===== config.mk =====
export PLATFORM = sky130hd
export DESIGN_NAME = acr_core
export DESIGN_NICKNAME = d
export VERILOG_FILES = /design/src/acr_sync.v /design/src/acr_core.v
export VERILOG_INCLUDE_DIRS = /design/src
export SDC_FILE = /design/constraint.sdc
export NUM_CORES = 1
export LEC_CHECK = 0
export BUFFER_PORTS_ARGS = -buffer_cell sky130_fd_sc_hd__buf_2
export CAP_MARGIN = 0
export CORE_MARGIN = 4
export CORE_UTILIZATION = 60
export CTS_CLUSTER_DIAMETER = 100
export DETAILED_ROUTE_END_ITERATION = 6
export PLACE_DENSITY = 0.92
export SYNTH_ARGS = -nofsm -noshare
export SYNTH_HDL_FRONTEND = slang
export SYNTH_SLANG_ARGS = --single-unit

===== constraint.sdc =====
create_clock -name CLK -period 8.35 [get_ports CLK]
set_input_delay 1.67 -clock CLK [delete_from_list [all_inputs] [get_ports CLK]]
set_output_delay 1.67 -clock CLK [all_outputs]
set_load 0.1 [all_outputs]

===== src/acr_regs.vh =====
// constants for the adc serial configuration and readout block
`ifndef ACR_REGS_VH
`define ACR_REGS_VH
`define ACR_CFG_W        14
`define ACR_RES_W        16
`define ACR_CFG_UPD      13
`define ACR_INCC_HI      4'd12
`define ACR_INCC_LO      10
`define ACR_INCC_TEMP    3'b011
`define ACR_BW_BIT       6
`define ACR_REF_HI       4'd5
`define ACR_REF_LO       3
`define ACR_RB_BIT       0
`define ACR_CFG_RST      14'h3fff
`define ACR_RES_BITS     5'h0f
`define ACR_RES_BITS_BSY 5'h10
`define ACR_CONV_NS      2200
`define ACR_CONV_CYC     ((`ACR_CONV_NS + 19) / 20)
// wishbone byte offsets
`define ACR_A_CTRL       4'h0
`define ACR_A_CFG        4'h4
`define ACR_A_STAT       4'h8
`define ACR_A_RESULT     4'hc
`define ACR_CTRL_BUSY    0
`endif


===== src/acr_sync.v =====
// two flip-flop synchroniser for pin inputs
`timescale 1ns/1ps
module acr_sync (
  input  wire CLK,
  input  wire SRST,
  input  wire d,
  output reg  q
);
  reg meta;

  // meta is read only by q
  always @(posedge CLK) begin
    if (SRST) begin
      meta <= 1'b0;
      q    <= 1'b0;
    end else begin
      meta <= d;
      q    <= meta;
    end
  end
endmodule // acr_sync


===== src/acr_core.v =====
// adc serial port: config capture, result and readback shift, wishbone regs
`timescale 1ns/1ps
`include "acr_regs.vh"
module acr_core (
  input  wire        CLK,
  input  wire        SRST,
  input  wire        CONVERSION_TRIGGER,
  input  wire        SCK,
  input  wire        DIN,
  output reg         SERIAL_RESULT_OUT,
  output reg         BUSY_MODE,
  output reg  [2:0]  CHANNEL_SEL,
  output reg  [2:0]  INPUT_CFG,
  output reg         BW_QUARTER,
  output reg         REF_INT_EN,
  output reg         REF_4V096,
  output reg         TEMP_SENSOR_EN,
  output reg         REF_BUF_EN,
  output reg         LOW_POWER,
  output reg         CONVERTING,
  input  wire [3:0]  WB_ADR_I,
  input  wire [31:0] WB_DAT_I,
  output reg  [31:0] WB_DAT_O,
  input  wire        WB_WE_I,
  input  wire [3:0]  WB_SEL_I,
  input  wire        WB_CYC_I,
  input  wire        WB_STB_I,
  output reg         WB_ACK_O,
  output wire        WB_ERR_O
);
  wire        trig_s;
  wire        sck_s;
  wire        din_s;
  reg         trig_d;
  reg         sck_d;
  reg  [13:0] cfg_active;
  reg  [13:0] cfg_pending;
  reg         pend_valid;
  reg  [13:0] cfg_shift;
  reg  [4:0]  rise_cnt;
  reg  [5:0]  fall_cnt;
  reg  [29:0] out_shift;
  reg  [15:0] result;
  reg  [15:0] next_result;
  reg  [13:0] result_cfg;
  reg  [15:0] conv_cnt;
  reg  [1:0]  dummy_cnt;
  reg         busy_mode;
  reg  [15:0] sample_word;
  reg  [15:0] temp_word;
  reg  [1:0]  conv_state;
  wire        trig_rise;
  wire        sck_rise;
  wire        sck_fall;
  wire        wb_req;
  wire [4:0]  res_bits;
  wire [5:0]  total_bits;

  localparam ST_IDLE = 2'b00;
  localparam ST_CONV = 2'b01;
  localparam ST_DONE = 2'b10;

  // field decode used for both the temperature select and outputs
  function [2:0] acr_field;
    input [13:0] w;
    input [3:0]  hi;
    begin
      acr_field = {w[hi], w[hi-4'h1], w[hi-4'h2]};
    end
  endfunction

  acr_sync u_trig (.CLK(CLK), .SRST(SRST), .d(CONVERSION_TRIGGER),
                   .q(trig_s));
  acr_sync u_sck (.CLK(CLK), .SRST(SRST), .d(SCK), .q(sck_s));
  acr_sync u_din (.CLK(CLK), .SRST(SRST), .d(DIN), .q(din_s));

  // edge detection on synchronised pins only
  always @(posedge CLK) begin
    if (SRST) begin
      trig_d <= 1'b0;
      sck_d  <= 1'b0;
    end else begin
      trig_d <= trig_s;
      sck_d  <= sck_s;
    end
  end

  assign trig_rise = trig_s & ~trig_d;
  // serial clock only counts while the trigger line is low
  assign sck_rise  = sck_s & ~sck_d & ~trig_s;
  assign sck_fall  = ~sck_s & sck_d & ~trig_s;
  assign res_bits  = busy_mode ? `ACR_RES_BITS_BSY : `ACR_RES_BITS;
  // frame length: result bits, plus the word when readback is on
  assign total_bits = {1'b0, res_bits} +
                      (cfg_active[`ACR_RB_BIT] ? 6'd14 : 6'd0);

  // conversion timer: runs on trigger rise, frame timing not involved
  always @(posedge CLK) begin
    if (SRST) begin
      conv_state <= ST_IDLE;
      conv_cnt   <= 16'h0000;
      CONVERTING <= 1'b0;
      LOW_POWER  <= 1'b1;
    end else begin
      case (conv_state)
        ST_IDLE: begin
          if (trig_rise) begin
            conv_state <= ST_CONV;
            conv_cnt   <= 16'h0000;
            CONVERTING <= 1'b1;
            LOW_POWER  <= 1'b0;
          end
        end
        ST_CONV: begin
          conv_cnt <= conv_cnt + 16'h0001;
          if (conv_cnt == (`ACR_CONV_CYC - 1)) begin
            conv_state <= ST_DONE;
          end
        end
        ST_DONE: begin
          // power drops at end of each conversion phase
          CONVERTING <= 1'b0;
          LOW_POWER  <= 1'b1;
          conv_state <= ST_IDLE;
        end
        default: begin
          conv_state <= ST_IDLE;
        end
      endcase
    end
  end

  // digital stand-in for the converted value; temperature is plain binary
  always @* begin
    next_result = sample_word;
    if (acr_field(cfg_active, `ACR_INCC_HI) == `ACR_INCC_TEMP) begin
      next_result = temp_word;
    end
  end

  // end of conversion: latch result and apply pending config one frame late
  always @(posedge CLK) begin
    if (SRST) begin
      cfg_active <= `ACR_CFG_RST;
      result     <= 16'h0000;
      result_cfg <= `ACR_CFG_RST;
      dummy_cnt  <= 2'b00;
    end else if (conv_state == ST_DONE) begin
      result     <= next_result;
      result_cfg <= cfg_active;
      if (pend_valid) begin
        cfg_active <= cfg_pending;
      end
      if (dummy_cnt != 2'b10) begin
        dummy_cnt <= dummy_cnt + 2'b01;
      end
    end
  end

  // capture config on first 14 rising edges, msb first
  always @(posedge CLK) begin
    if (SRST) begin
      cfg_shift   <= 14'h0000;
      rise_cnt    <= 5'h00;
      cfg_pending <= `ACR_CFG_RST;
      pend_valid  <= 1'b0;
    end else begin
      // clear first, so a capture landing in the same cycle wins
      if (conv_state == ST_DONE) begin
        pend_valid <= 1'b0;
      end
      if (trig_rise) begin
        rise_cnt <= 5'h00;
      end else if (sck_rise && rise_cnt < 5'd14) begin
        cfg_shift <= {cfg_shift[12:0], din_s};
        rise_cnt  <= rise_cnt + 5'h01;
        if (rise_cnt == 5'd13 && cfg_shift[12] == 1'b1) begin
          // update bit set: overwrite, else keep current settings
          cfg_pending <= {cfg_shift[12:0], din_s};
          pend_valid  <= 1'b1;
        end
      end
    end
  end

  // busy mode follows last written wishbone control
  // result then config shifted out on falling edges, msb first
  always @(posedge CLK) begin
    if (SRST) begin
      fall_cnt          <= 6'h00;
      out_shift         <= 30'h00000000;
      SERIAL_RESULT_OUT <= 1'b0;
    end else if (trig_s) begin
      // frame start reloads: result followed by associated config
      fall_cnt  <= 6'h00;
      out_shift <= busy_mode ? {result, result_cfg}
                             : {result[15:1], result_cfg, 1'b0};
      SERIAL_RESULT_OUT <= 1'b0;
    end else if (sck_fall) begin
      if (fall_cnt < total_bits) begin
        SERIAL_RESULT_OUT <= out_shift[29];
        out_shift         <= {out_shift[28:0], 1'b0};
        fall_cnt          <= fall_cnt + 6'h01;
      end else begin
        SERIAL_RESULT_OUT <= 1'b0;
      end
    end
  end

  // configuration outputs decoded from the active word, BUSY_MODE from busy_mode
  always @(posedge CLK) begin
    if (SRST) begin
      CHANNEL_SEL    <= 3'b111;
      INPUT_CFG      <= 3'b111;
      BW_QUARTER     <= 1'b0;
      REF_INT_EN     <= 1'b0;
      REF_4V096      <= 1'b0;
      TEMP_SENSOR_EN <= 1'b0;
      REF_BUF_EN     <= 1'b1;
      BUSY_MODE      <= 1'b0;
    end else begin
      CHANNEL_SEL <= acr_field(cfg_active, 4'd9);
      INPUT_CFG   <= acr_field(cfg_active, `ACR_INCC_HI);
      BW_QUARTER  <= ~cfg_active[`ACR_BW_BIT];
      // ref field: 000 int 2.5, 001 int 4.096, 010 ext+sens, 110 ext no sens
      REF_INT_EN  <= ~cfg_active[`ACR_REF_HI] & ~cfg_active[4];
      REF_4V096   <= (acr_field(cfg_active, `ACR_REF_HI) ==
                      3'b001);
      TEMP_SENSOR_EN <= ~cfg_active[`ACR_REF_HI];
      REF_BUF_EN  <= (acr_field(cfg_active, `ACR_REF_HI) !=
                      3'b111);
      BUSY_MODE   <= busy_mode;
    end
  end

  // wishbone slave: single cycle ack, unmapped reads zero, err never raised
  assign wb_req   = WB_CYC_I & WB_STB_I & ~WB_ACK_O;
  assign WB_ERR_O = 1'b0;

  always @(posedge CLK) begin
    if (SRST) begin
      WB_ACK_O    <= 1'b0;
      WB_DAT_O    <= 32'h00000000;
      busy_mode   <= 1'b0;
      sample_word <= 16'h0000;
      temp_word   <= 16'h0000;
    end else begin
      WB_ACK_O <= wb_req;
      if (wb_req && WB_WE_I) begin
        case (WB_ADR_I)
          `ACR_A_CTRL: begin
            if (WB_SEL_I[0]) busy_mode <= WB_DAT_I[`ACR_CTRL_BUSY];
          end
          `ACR_A_RESULT: begin
            if (WB_SEL_I[0]) sample_word[7:0]  <= WB_DAT_I[7:0];
            if (WB_SEL_I[1]) sample_word[15:8] <= WB_DAT_I[15:8];
            if (WB_SEL_I[2]) temp_word[7:0]    <= WB_DAT_I[23:16];
            if (WB_SEL_I[3]) temp_word[15:8]   <= WB_DAT_I[31:24];
          end
          default: begin
          end
        endcase
      end
      if (wb_req && !WB_WE_I) begin
        case (WB_ADR_I)
          `ACR_A_CTRL:   WB_DAT_O <= {31'h0, busy_mode};
          `ACR_A_CFG:    WB_DAT_O <= {2'b00, cfg_pending, 2'b00, cfg_active};
          `ACR_A_STAT:   WB_DAT_O <= {26'h0, dummy_cnt, pend_valid,
                                      LOW_POWER, CONVERTING, trig_s};
          `ACR_A_RESULT: WB_DAT_O <= {temp_word, result};
          default:       WB_DAT_O <= 32'h00000000;
        endcase
      end
    end
  end
endmodule // acr_core


==> run metrics, run 1 <==
status finished, final reports clean; ys flop type dfxtp_1; initial antenna violation count 0; CTS root buffer clkbuf_16; Clk pin slew, worst setup/hold paths 0.06 ns; post-route cell area 10300 sq um; Setup CP Type primary input to flop; hold_ws 0.440 ns; top-area cell type share of the netlist area 49.2%; Max-Cap Viols 0; hold_buf cts 0; worst min-delay path class flop to flop; Top delay family on crit path simple AND/OR/NAND/NOR gates; share of layout cells above drive strength 1 15.9%; Die H 131 um; I/O pin count 97; Crit Path Max Fanout 36; Largest stage delay, worst path 0.96 ns; global-route wire length before repair 37100 um; yosys warns 0; setup tns final 0 ns; Mean Syn Cell Area 8.85 sq um; Avg WL per Cell 18.2 um; Core Area 14600 sq um; Slew headroom 26.8%; crit-path cells buf_2 > and4bb_1 > and3_1 > buf_4 > nand2_2 > nand2_1 > a21oi_1; WL final 23000 um; Slew Limit Fails 0; width of the die 131 um; Worst path slowest cell and4bb_1; TritonCTS Buffers 22; port bufs 95; Final setup viols 0; Mapped Cells 1020; DRT Pass-1 Iters 6; Bufs and invs on worst path 2; Worst VDD drop 0.193 mV; Vias 7696; CP required 8.71 ns; Initial Utilization 61.6%; post-route total power 2.34 mW; area post-placement 9440 sq um; synth top area cells dfxtp_1 (49%), nand2_1 (6.3%), nand3_1 (5.5%); DRC Markers 0; flop2flop setup slack 5.52 ns; Util after Layout 70.0%; GRT overflow 0; final worst slack 4.81 ns; FILL cells 1016; die area 17100 sq um; synth cell count leaders dfxtp_1 (222), nand2_1 (151), nand3_1 (100); CTS tree yes; fin nets 1130; Yosys cell types 62; fmax 0.282 GHz; cts repair resizes 0; total area of sequential cells 4440 sq um; sequential fraction of the synthesis area 49.2%; critical path arrival 3.90 ns; worst-margin pin slew 1.10 ns; clock sink count 222; clock insertion delay at the later pin of the skew report 0.50 ns; PwrDens 228 nW/um^2; DRT antenna net count 0; Synth Cell Area 9020 sq um; count leader, synth dfxtp_1; P&R area growth vs syn 13.6%; Yosys reg bits 222; critical path capture point type flop; htree depth 1; CTS Buffer Depth 3; Post-synth ARST share 0%; GR Util All Layers 26.8%; RSZ-0062 raised after global routing false; final count of hold timing violations 0; crit start category primary input; Final Non-Filler Cells 1266; Post-synth EDFFs 0; Iter 0 DRT Violations 746; Multi-input gate area 4180 sq um; # diodes 0; average vias per placed instance 6.08; Synth area leader dfxtp_1; Synth Net Count 1082; Lkg Pwr 4.18 nW; fraction of the cycle the final worst path needs 42.4%; Place WS 4.36 ns; largest net degree at the start of global routing 78; Final Skew 0.0123 ns; min Tclk post-route 3.54 ns; post-DP HPWL 15000 um; placed cells 1228; vias in the first global route 7404; placer congestion estimate 0.856; Cell Rows 44; setup bufs post-CTS 0
-- kinds of logic (layout without fill, tap and decap cells) --
kind of cell	Yosys count	count (layout)	synth area share, %
AO/OA/AOI/OAI	161	161	12.8
XOR/XNOR	20	20	1.94
adder cells (fa/ha/maj)	14	14	1.94
buffers and inverters	93	155	4.58
flip-flops	222	222	49.2
multiplexers	48	48	5.50
other	1	1	0.0416
AND/OR/NAND/NOR	461	461	23.9
-- worst register-to-register path: cells and delay by family (launching register included) --
family | cells | cell delay (ns)
AND/OR/NAND/NOR | 2 | 0.67
buffers and inverters | 1 | 0.32
AO/OA/AOI/OAI | 3 | 0.87
flip-flops | 1 | 0.34
adder cells (fa/ha/maj) | 2 | 0.51
-- metal layers --
layer | wire (um) | global-route usage [%] | vias up
li1 | - | - | 3663
met1 | 8970 | 33.0 | 3640
met2 | 11300 | 46.0 | 329
met3 | 1660 | 4.11 | 64
met4 | 1040 | 13.1 | 0
met5 | 0 | 0 | -
-- path summary, 6_finish.rpt --
kind                                              from                     endpoint  depth (start not counted)
worst max-delay path                       WB_ADR_I[2]  sample_word[2]$_SDFFE_PP0P_                          7
worst min-delay path            u_trig.meta$_SDFF_PP0_          u_trig.q$_SDFF_PP0_                          1
worst max register to register  busy_mode$_SDFFE_PP0P_   out_shift[29]$_SDFFE_PP0P_                          8
worst min register to register  u_trig.meta$_SDFF_PP0_          u_trig.q$_SDFF_PP0_                          1
-- where the power goes --
part           switching (mW)  internal, mW  total (mW)
clock network           0.405         0.689        1.09
registers              0.0115          1.08        1.09
logic                   0.115        0.0414       0.157
total                   0.532          1.81        2.34
-- area by class of cell --
cell class              count  area share (%)
multi-input cells         705            40.7
well taps                 184            2.25
repair buffers            103            5.25
clock buffers              28            6.19
clock inverters            10            1.71
flip-flops and latches    222            43.3
inverters                  14           0.513
-- placed cells by master, fill, tap and decap left out, drive strengths merged, types with 7 or more instances in the layout --
cell type and count:
a2111oi 16, dfxtp 222, a211oi 20, ha 14
nor3 42, o22ai 13, xnor2 11, nand3 100
mux2i 44, inv 14, xor2 9, a21oi 61
nor2b 25, buf 103, nand2 155, nor2 93
a221oi 22, clkbuf 28, or2 7
-- state kept, by name, indices dropped and copies added (netlist names), 3 cells and up --
name         cells
WB_DAT_O        32
CHANNEL_SEL      3
conv_cnt        16
cfg_active      14
out_shift       30
sample_word     16
rise_cnt         5
INPUT_CFG        3
temp_word       16
result          16
fall_cnt         6
cfg_shift       13
result_cfg      14
cfg_pending     14
Power figures use the tool's default switching activity.
==> inputs of run 2 (changes only) <==
--- a/config.mk
+++ b/config.mk
@@ -9,10 +9,10 @@
 export BUFFER_PORTS_ARGS = -buffer_cell sky130_fd_sc_hd__buf_2
 export CAP_MARGIN = 0
 export CORE_MARGIN = 4
-export CORE_UTILIZATION = 60
+export CORE_UTILIZATION = 53
 export CTS_CLUSTER_DIAMETER = 100
 export DETAILED_ROUTE_END_ITERATION = 6
-export PLACE_DENSITY = 0.92
+export PLACE_DENSITY = 0.87
 export SYNTH_ARGS = -nofsm -noshare
 export SYNTH_HDL_FRONTEND = slang
 export SYNTH_SLANG_ARGS = --single-unit
==> constraint.sdc (replaced) <==
create_clock -name CLK -period 3 [get_ports CLK]
set_input_delay 0.6 -clock CLK [delete_from_list [all_inputs] [get_ports CLK]]
set_output_delay 0.6 -clock CLK [all_outputs]
set_load 0.1 [all_outputs]
==> run 2 against run 1 <==
Critical path depth rose by 1. Final cell count rose by 3.6%. Via count fell by 1.0%. Wire length fell by 2.7%. Sequential cell count did not move. Count of clock-buffer cells in the layout rose by 3. Worst hold slack got worse by 0.13 ns. Register-to-register slack got worse by 5.2 ns. Core utilization fell by 7.7 points. Clock skew fell by 0.00071 ns. Total power rose to 2.8 times the previous value. Die area rose by 12%.
==> run metrics, run 2 (synthesis results as in run 1) <==
status finished, final reports clean; Final Non-Filler Cells 1311 (+3.6%); biggest regs WB_DAT_O x32, out_shift x30; Iter 0 DRT Violations 720 (-3.5%); DRC Markers 0 (unchanged); fraction of the cycle the final worst path needs 88.5%; htree depth 1 (unchanged); register share of total power 46.5% (about the same); most frequent cells in the layout dfxtp_1 (222), nand2_1 (151), nand3_1 (100), buf_2 (94), nor2_1 (93); port bufs 95 (unchanged); I/O pin count 97 (unchanged); crit start category flop; number of flip-flops under the largest register name 32 (unchanged); Sw Share 23.0% (+0.29 points); clock sink count 222 (unchanged); cts repair resizes 0 (unchanged); clock insertion delay at the later pin of the skew report 0.51 ns (about the same); largest net degree at the start of global routing 74 (-5.1%); share of layout cells above drive strength 1 16.4% (+0.51 points); crit-path cells inv_1 > ha_1 > ha_1 > o211ai_1 > o211ai_2 > nand2_1 > or3_1 > o311a_1; Slew Limit Fails 0 (unchanged); Worst VDD drop 0.441 mV (+130%); Worst path slowest cell or3_1; RSZ-0062 raised after global routing false; Multi-input gate area 4180 sq um (about the same); placed cells 1271 (+3.5%); most common cell after layout, fill and taps aside dfxtp_1; Clk pin slew, worst setup/hold paths 0.07 ns (about the same); setup bufs post-CTS 0 (unchanged); Die H 138 um (+6.0%); placer congestion estimate 0.911 (+6.5%); fin nets 1137 (+0.62%); average vias per placed instance 5.81 (-4.4%); Max-Cap Viols 0 (unchanged); worst min-delay path class primary input to flop; setup tns final 0 ns (unchanged); CTS tree yes; CTS Buffer Depth 3 (unchanged); TritonCTS Buffers 22 (unchanged); Clock power frac 46.7% (about the same); DRT antenna net count 0 (unchanged); GR Util All Layers 22.8% (-4.0 points); Largest stage delay, worst path 0.48 ns (-0.48 ns); Lkg Pwr 4.21 nW (+0.80%); global-route wire length before repair 37100 um (-0.15%); Slew headroom 34.0% (+7.2 points); WL final 22400 um (-2.7%); Cell Rows 47 (+6.8%); critical path arrival 3.04 ns (-0.86 ns); Crit Path Max Fanout 20 (-44%); Final Skew 0.0116 ns (-0.000708 ns); net switching power 1.50 mW (+180%); P&R area growth vs syn 14.9%; Final setup viols 0 (unchanged); Avg WL per Cell 17.1 um (-6.0%); total area of sequential cells 4440 sq um (unchanged); cell internal pwr 5.02 mW (+180%); post-DP HPWL 15400 um (+2.3%); Core Area 16600 sq um (+14%); CP required 3.39 ns (-5.32 ns); Initial Utilization 54.2% (-7.4 points); Largest Register WB_DAT_O; die area 19200 sq um (+12%); vias in the first global route 7334 (-0.95%); Vias 7618 (-1.0%); Setup CP Type flop to flop; Hold Crit Start DIN; hold_buf cts 0 (unchanged); # diodes 0 (unchanged); PwrDens 628 nW/um^2 (+180%); final count of hold timing violations 0 (unchanged); initial antenna violation count 0 (unchanged); post-route total power 6.52 mW (+180%); crit path from cfg_active[0]$_SDFFE_PP1P_; FILL cells 1300 (+28%); worst-margin pin slew 0.983 ns (-0.115 ns); min Tclk post-route 2.66 ns; fmax 0.377 GHz; DRT Pass-1 Iters 6 (unchanged); Top cell by count, worst path ha_1; width of the die 138 um (+6.0%); reg2reg start cfg_active[0]$_SDFFE_PP1P_; Logic pwr share 6.7% (about the same); critical path capture point type flop; GRT overflow 0 (unchanged); CTS root buffer clkbuf_16
[run 2: cell count changes in the layout (fill, tap and decap cells not counted), sizes merged]
| cell | before | now |
|---|---|---|
| buf | 103 | 110 |
| clkbuf | 28 | 31 |
| clkinv | 5 | 3 |
| clkinvlp | 0 | 2 |
| bufinv | 5 | 4 |
[run 2: routing by layer]
metal	global-route usage, %	wire length [um]
met4	11.3	1210
met5	0	0
met3	3.21	1550
met1	29.4	9130
met2	37.5	10500
[run 2: critical path, delay by kind of cell (launching register included)]
kind / cells / cell delay (ns)
and+or+nand+nor: 2 / 0.94
DFF: 1 / 0.40
AOI/OAI and AO/OA: 3 / 0.50
adders and majority gates: 2 / 0.59
buffers and inverters: 1 / 0.10
[run 2: final timing paths]
path	depth (start not counted)	slack [ns]	end
max	8	0.34	out_shift[1]$_SDFFE_PP0P_
min	2	0.31	u_din.meta$_SDFF_PP0_
max reg2reg	8	0.34	out_shift[1]$_SDFFE_PP0P_
min reg2reg	1	0.44	u_sck.q$_SDFF_PP0_
[run 2: cell type report]
type	instances	share of cell area, %
multi-input cells	705	40.2
repair buffers	110	5.81
clock inverters	9	1.52
flip-flops and latches	222	42.8
well taps	220	2.65
inverters	14	0.507
clock buffers	31	6.42
[run 2: per-stage QoR]
step / setup slack (ns) / util, % / area [sq um] / hold WS [ns]
2_1_floorplan: 0.252 / - / 9020 / 0.405
3_3_place_gp: 0.572 / 57.4 / 9550 / 0.426
3_5_place_dp: 0.415 / 57.4 / 9550 / 0.435
4_1_cts: 0.346 / 62.3 / 10400 / 0.304
5_1_grt: 0.141 / 62.3 / 10400 / 0.304
6_report: 0.344 / 62.3 / 10400 / 0.309
[run 2: power by group through the flow]
stage               combinational, mW  sequential [mW]  clock [mW]
global placement                0.427             3.10           0
floorplan                       0.214             3.22           0
CTS                             0.439             3.03        3.07
global route                    0.470             3.04        3.19
detailed placement              0.434             3.10           0
finish                          0.440             3.03        3.04
==> inputs of run 3 (changes only) <==
--- a/config.mk
+++ b/config.mk
@@ -9,10 +9,12 @@
 export BUFFER_PORTS_ARGS = -buffer_cell sky130_fd_sc_hd__buf_2
 export CAP_MARGIN = 0
 export CORE_MARGIN = 4
-export CORE_UTILIZATION = 53
+export CORE_UTILIZATION = 55
+export CTS_BUF_LIST = sky130_fd_sc_hd__clkbuf_8
 export CTS_CLUSTER_DIAMETER = 100
 export DETAILED_ROUTE_END_ITERATION = 6
-export PLACE_DENSITY = 0.87
+export PLACE_DENSITY = 0.89
 export SYNTH_ARGS = -nofsm -noshare
 export SYNTH_HDL_FRONTEND = slang
+export SYNTH_HIERARCHICAL = 1
 export SYNTH_SLANG_ARGS = --single-unit
==> run 3 against run 2 <==
First-iteration DRC count rose by 17%. Clock skew rose by 0.031 ns. Sequential cell count did not move. Global-route usage rose by 2.4 points. Maximum frequency fell by 3.0%. Critical endpoint is now out_shift[22]$_SDFFE_PP0P_. Largest cell class unchanged.
==> run metrics, run 3 <==
GR Util All Layers 25.2% (+2.4 points); Largest stage delay, worst path 0.74 ns (+0.26 ns); crit path from cfg_active[0]$_SDFFE_PP1P_; average vias per placed instance 6.07 (+4.5%); Yosys reg bits 222 (unchanged); Cell Rows 47 (unchanged); number of flip-flops under the largest register name 32 (unchanged); top-area cell type share of the netlist area 47.9% (-1.3 points); largest net degree at the start of global routing 110 (+49%); number of cells on the critical path 8 (unchanged); Final setup viols 0 (unchanged); crit path capture out_shift[22]$_SDFFE_PP0P_; Initial Utilization 56.0% (+1.7 points); hold_buf cts 0 (unchanged); Die H 138 um (-0.44%); CTS tree yes; DRT Pass-1 Iters 6 (unchanged); Top cell by count, worst path ha_1; Setup CP Type flop to flop; count leader, synth dfxtp_1; # diodes 0 (unchanged); initial antenna violation count 0 (unchanged); Worst path slowest cell o211ai_1; Largest Register WB_DAT_O; flop2flop setup slack 0.26 ns (-0.08 ns); P&R area growth vs syn 13.5%; clock insertion delay at the later pin of the skew report 0.53 ns (+0.02 ns); CTS root buffer clkbuf_8; post-DP HPWL 16100 um (+4.5%); cts repair resizes 0 (unchanged); most frequent cells in the layout dfxtp_1 (221), nor2_1 (116), nand2_1 (105), buf_2 (94), mux2i_1 (77); Multi-input gate area 4410 sq um (+5.6%); total area of sequential cells 4450 sq um (about the same); worst min-delay path class primary input to flop; synth cell count leaders dfxtp_1 (222), nor2_1 (116), nand2_1 (105); yosys warns 6 (+6); TritonCTS Buffers 35 (+59%); htree depth 2 (+1); I/O pin count 97 (unchanged); Post-synth ARST share 0% (unchanged); hold_ws 0.272 ns (-0.0373 ns); clock sink count 222 (unchanged); DRT antenna net count 0 (unchanged); Synth area leader dfxtp_1; sequential fraction of the synthesis area 47.9% (-1.3 points); die area 19000 sq um (-0.87%); Slew Limit Fails 0 (unchanged); FF-to-FF path depth 8 (unchanged); Top delay family on crit path compound AO/OA/AOI/OAI gates; critical path arrival 3.15 ns (+0.11 ns); synth top area cells dfxtp_1 (48%), mux2i_1 (8.3%), nor2_1 (4.7%); Mean Syn Cell Area 8.96 sq um (+1.2%); Post-synth EDFFs 0 (unchanged); Clk pin slew, worst setup/hold paths 0.06 ns (about the same); Bufs and invs on worst path 2 (+1); Avg WL per Cell 18.3 um (+6.9%); Final Skew 0.0424 ns (+0.0308 ns); Worst VDD drop 0.418 mV (-5.3%); FILL cells 1270 (-2.3%); Worst R2R End out_shift[22]$_SDFFE_PP0P_; CTS Buffer Depth 3 (unchanged); Place WS 0.371 ns (-0.0436 ns); width of the die 138 um (-0.44%); Iter 0 DRT Violations 841 (+17%); Synth Cell Area 9280 sq um (+2.8%); Mapped Cells 1036 (+1.6%); WL final 24500 um (+9.2%); Util after Layout 63.5% (+1.1 points); critical path capture point type flop; crit start category flop; fraction of the cycle the final worst path needs 91.2% (+2.7 points); fin nets 1158 (+1.8%); PwrDens 560 nW/um^2 (-11%); Max-Cap Viols 0 (unchanged); DRC Markers 0 (unchanged); GRT overflow 0 (unchanged); Yosys cell types 63 (+1.6%); final count of hold timing violations 0 (unchanged); ys flop type dfxtp_1; Crit Path Max Fanout 29 (+45%); port bufs 95 (unchanged); Core Area 16600 sq um (-0.35%); global-route wire length before repair 38400 um (+3.7%); Lkg Pwr 4.51 nW (+7.1%); setup bufs post-CTS 0 (unchanged); Slew headroom 21.9% (-12 points); final worst slack 0.263 ns (-0.0814 ns); CP required 3.41 ns (+0.02 ns); Vias 8133 (+6.8%); share of layout cells above drive strength 1 16.7% (+0.30 points); RSZ-0062 raised after global routing false; vias in the first global route 7597 (+3.6%); worst-margin pin slew 1.17 ns (+0.189 ns); setup tns final 0 ns (unchanged); biggest regs WB_DAT_O x32, out_shift x30; reg2reg start cfg_active[0]$_SDFFE_PP1P_; fmax 0.365 GHz (-3.0%); most common cell after layout, fill and taps aside dfxtp_1; min Tclk post-route 2.74 ns (+0.0814 ns); placer congestion estimate 0.828 (-9.2%); crit-path cells inv_1 > ha_1 > ha_1 > a21oi_1 > o211ai_1 > buf_12 > o21ai_0 > a221oi_1; status finished, final reports clean; Synth Net Count 1098 (+1.5%)
==> run 3: changes by cell type in the layout (fill, tap and decap cells not counted), moves of 26 or more <==
cell,before,now
mux2i_1,44,77
nor3_1,42,5
clkbuf_8,6,44
nand3_1,100,69
a2bb2oi_1,1,27
nand2_1,151,105
==> run 3: worst min-delay path by stage <==
stage	slack, ns	depth (start not counted)	from	end
after CTS	0.25	2	SCK	u_sck/meta$_SDFF_PP0_
after global routing	0.26	2	SCK	u_sck/meta$_SDFF_PP0_
final	0.27	2	CONVERSION_TRIGGER	u_trig/meta$_SDFF_PP0_
after floorplan	0.40	1	cfg_active[3]$_SDFFE_PP1P_	REF_BUF_EN$_SDFF_PP1_
after global placement	0.42	1	u_din/meta$_SDFF_PP0_	u_din/q$_SDFF_PP0_
after detailed placement	0.43	1	u_sck/meta$_SDFF_PP0_	u_sck/q$_SDFF_PP0_
==> run 3: cells by family after synthesis <==
| group | Yosys count | synth area share, % |
|---|---|---|
| adder cells (fa/ha/maj) | 14 | 1.89 |
| AND/OR/NAND/NOR | 384 | 20.0 |
| multiplexers | 82 | 8.91 |
| buffers and inverters | 108 | 4.80 |
| AO/OA/AOI/OAI | 219 | 15.9 |
| XOR/XNOR | 6 | 0.566 |
| other | 1 | 0.0404 |
| flip-flops | 222 | 47.9 |
==> run 3: stage by stage <==
stage / cells / cell area [sq um] / power, mW
floorplan: 1036 / 9280 / 3.27
detailed placement: 1279 / 9820 / 3.36
global route: 1339 / 10500 / 6.07
finish: 1339 / 10500 / 5.90
CTS: 1339 / 10500 / 5.91
global placement: 1279 / 9820 / 3.35
==> run 3: per-layer routing <==
layer	vias up	global-route usage [%]	part of all wire [%]	wire length, um
met5	-	0	0	0
met4	0	14.4	5.6	1380
met1	3823	31.1	39	9590
met3	94	4.21	7.5	1830
li1	3802	-	-	-
met2	414	41.6	48	11700
==> run 3: where the power goes <==
part           switching, mW  leakage [nW]  internal [mW]
Combinational          0.191          2.31         0.0997
Clock                   1.19         0.399           1.41
Sequential            0.0224          1.80           2.98
==> run 3: final cells by class <==
class / instances / area share [%]
well taps: 220 / 2.61
clock inverters: 16 / 0.986
flip-flops and latches: 222 / 42.2
repair buffers: 108 / 5.70
inverters: 23 / 0.820
multi-input cells: 706 / 41.9
clock buffers: 44 / 5.75
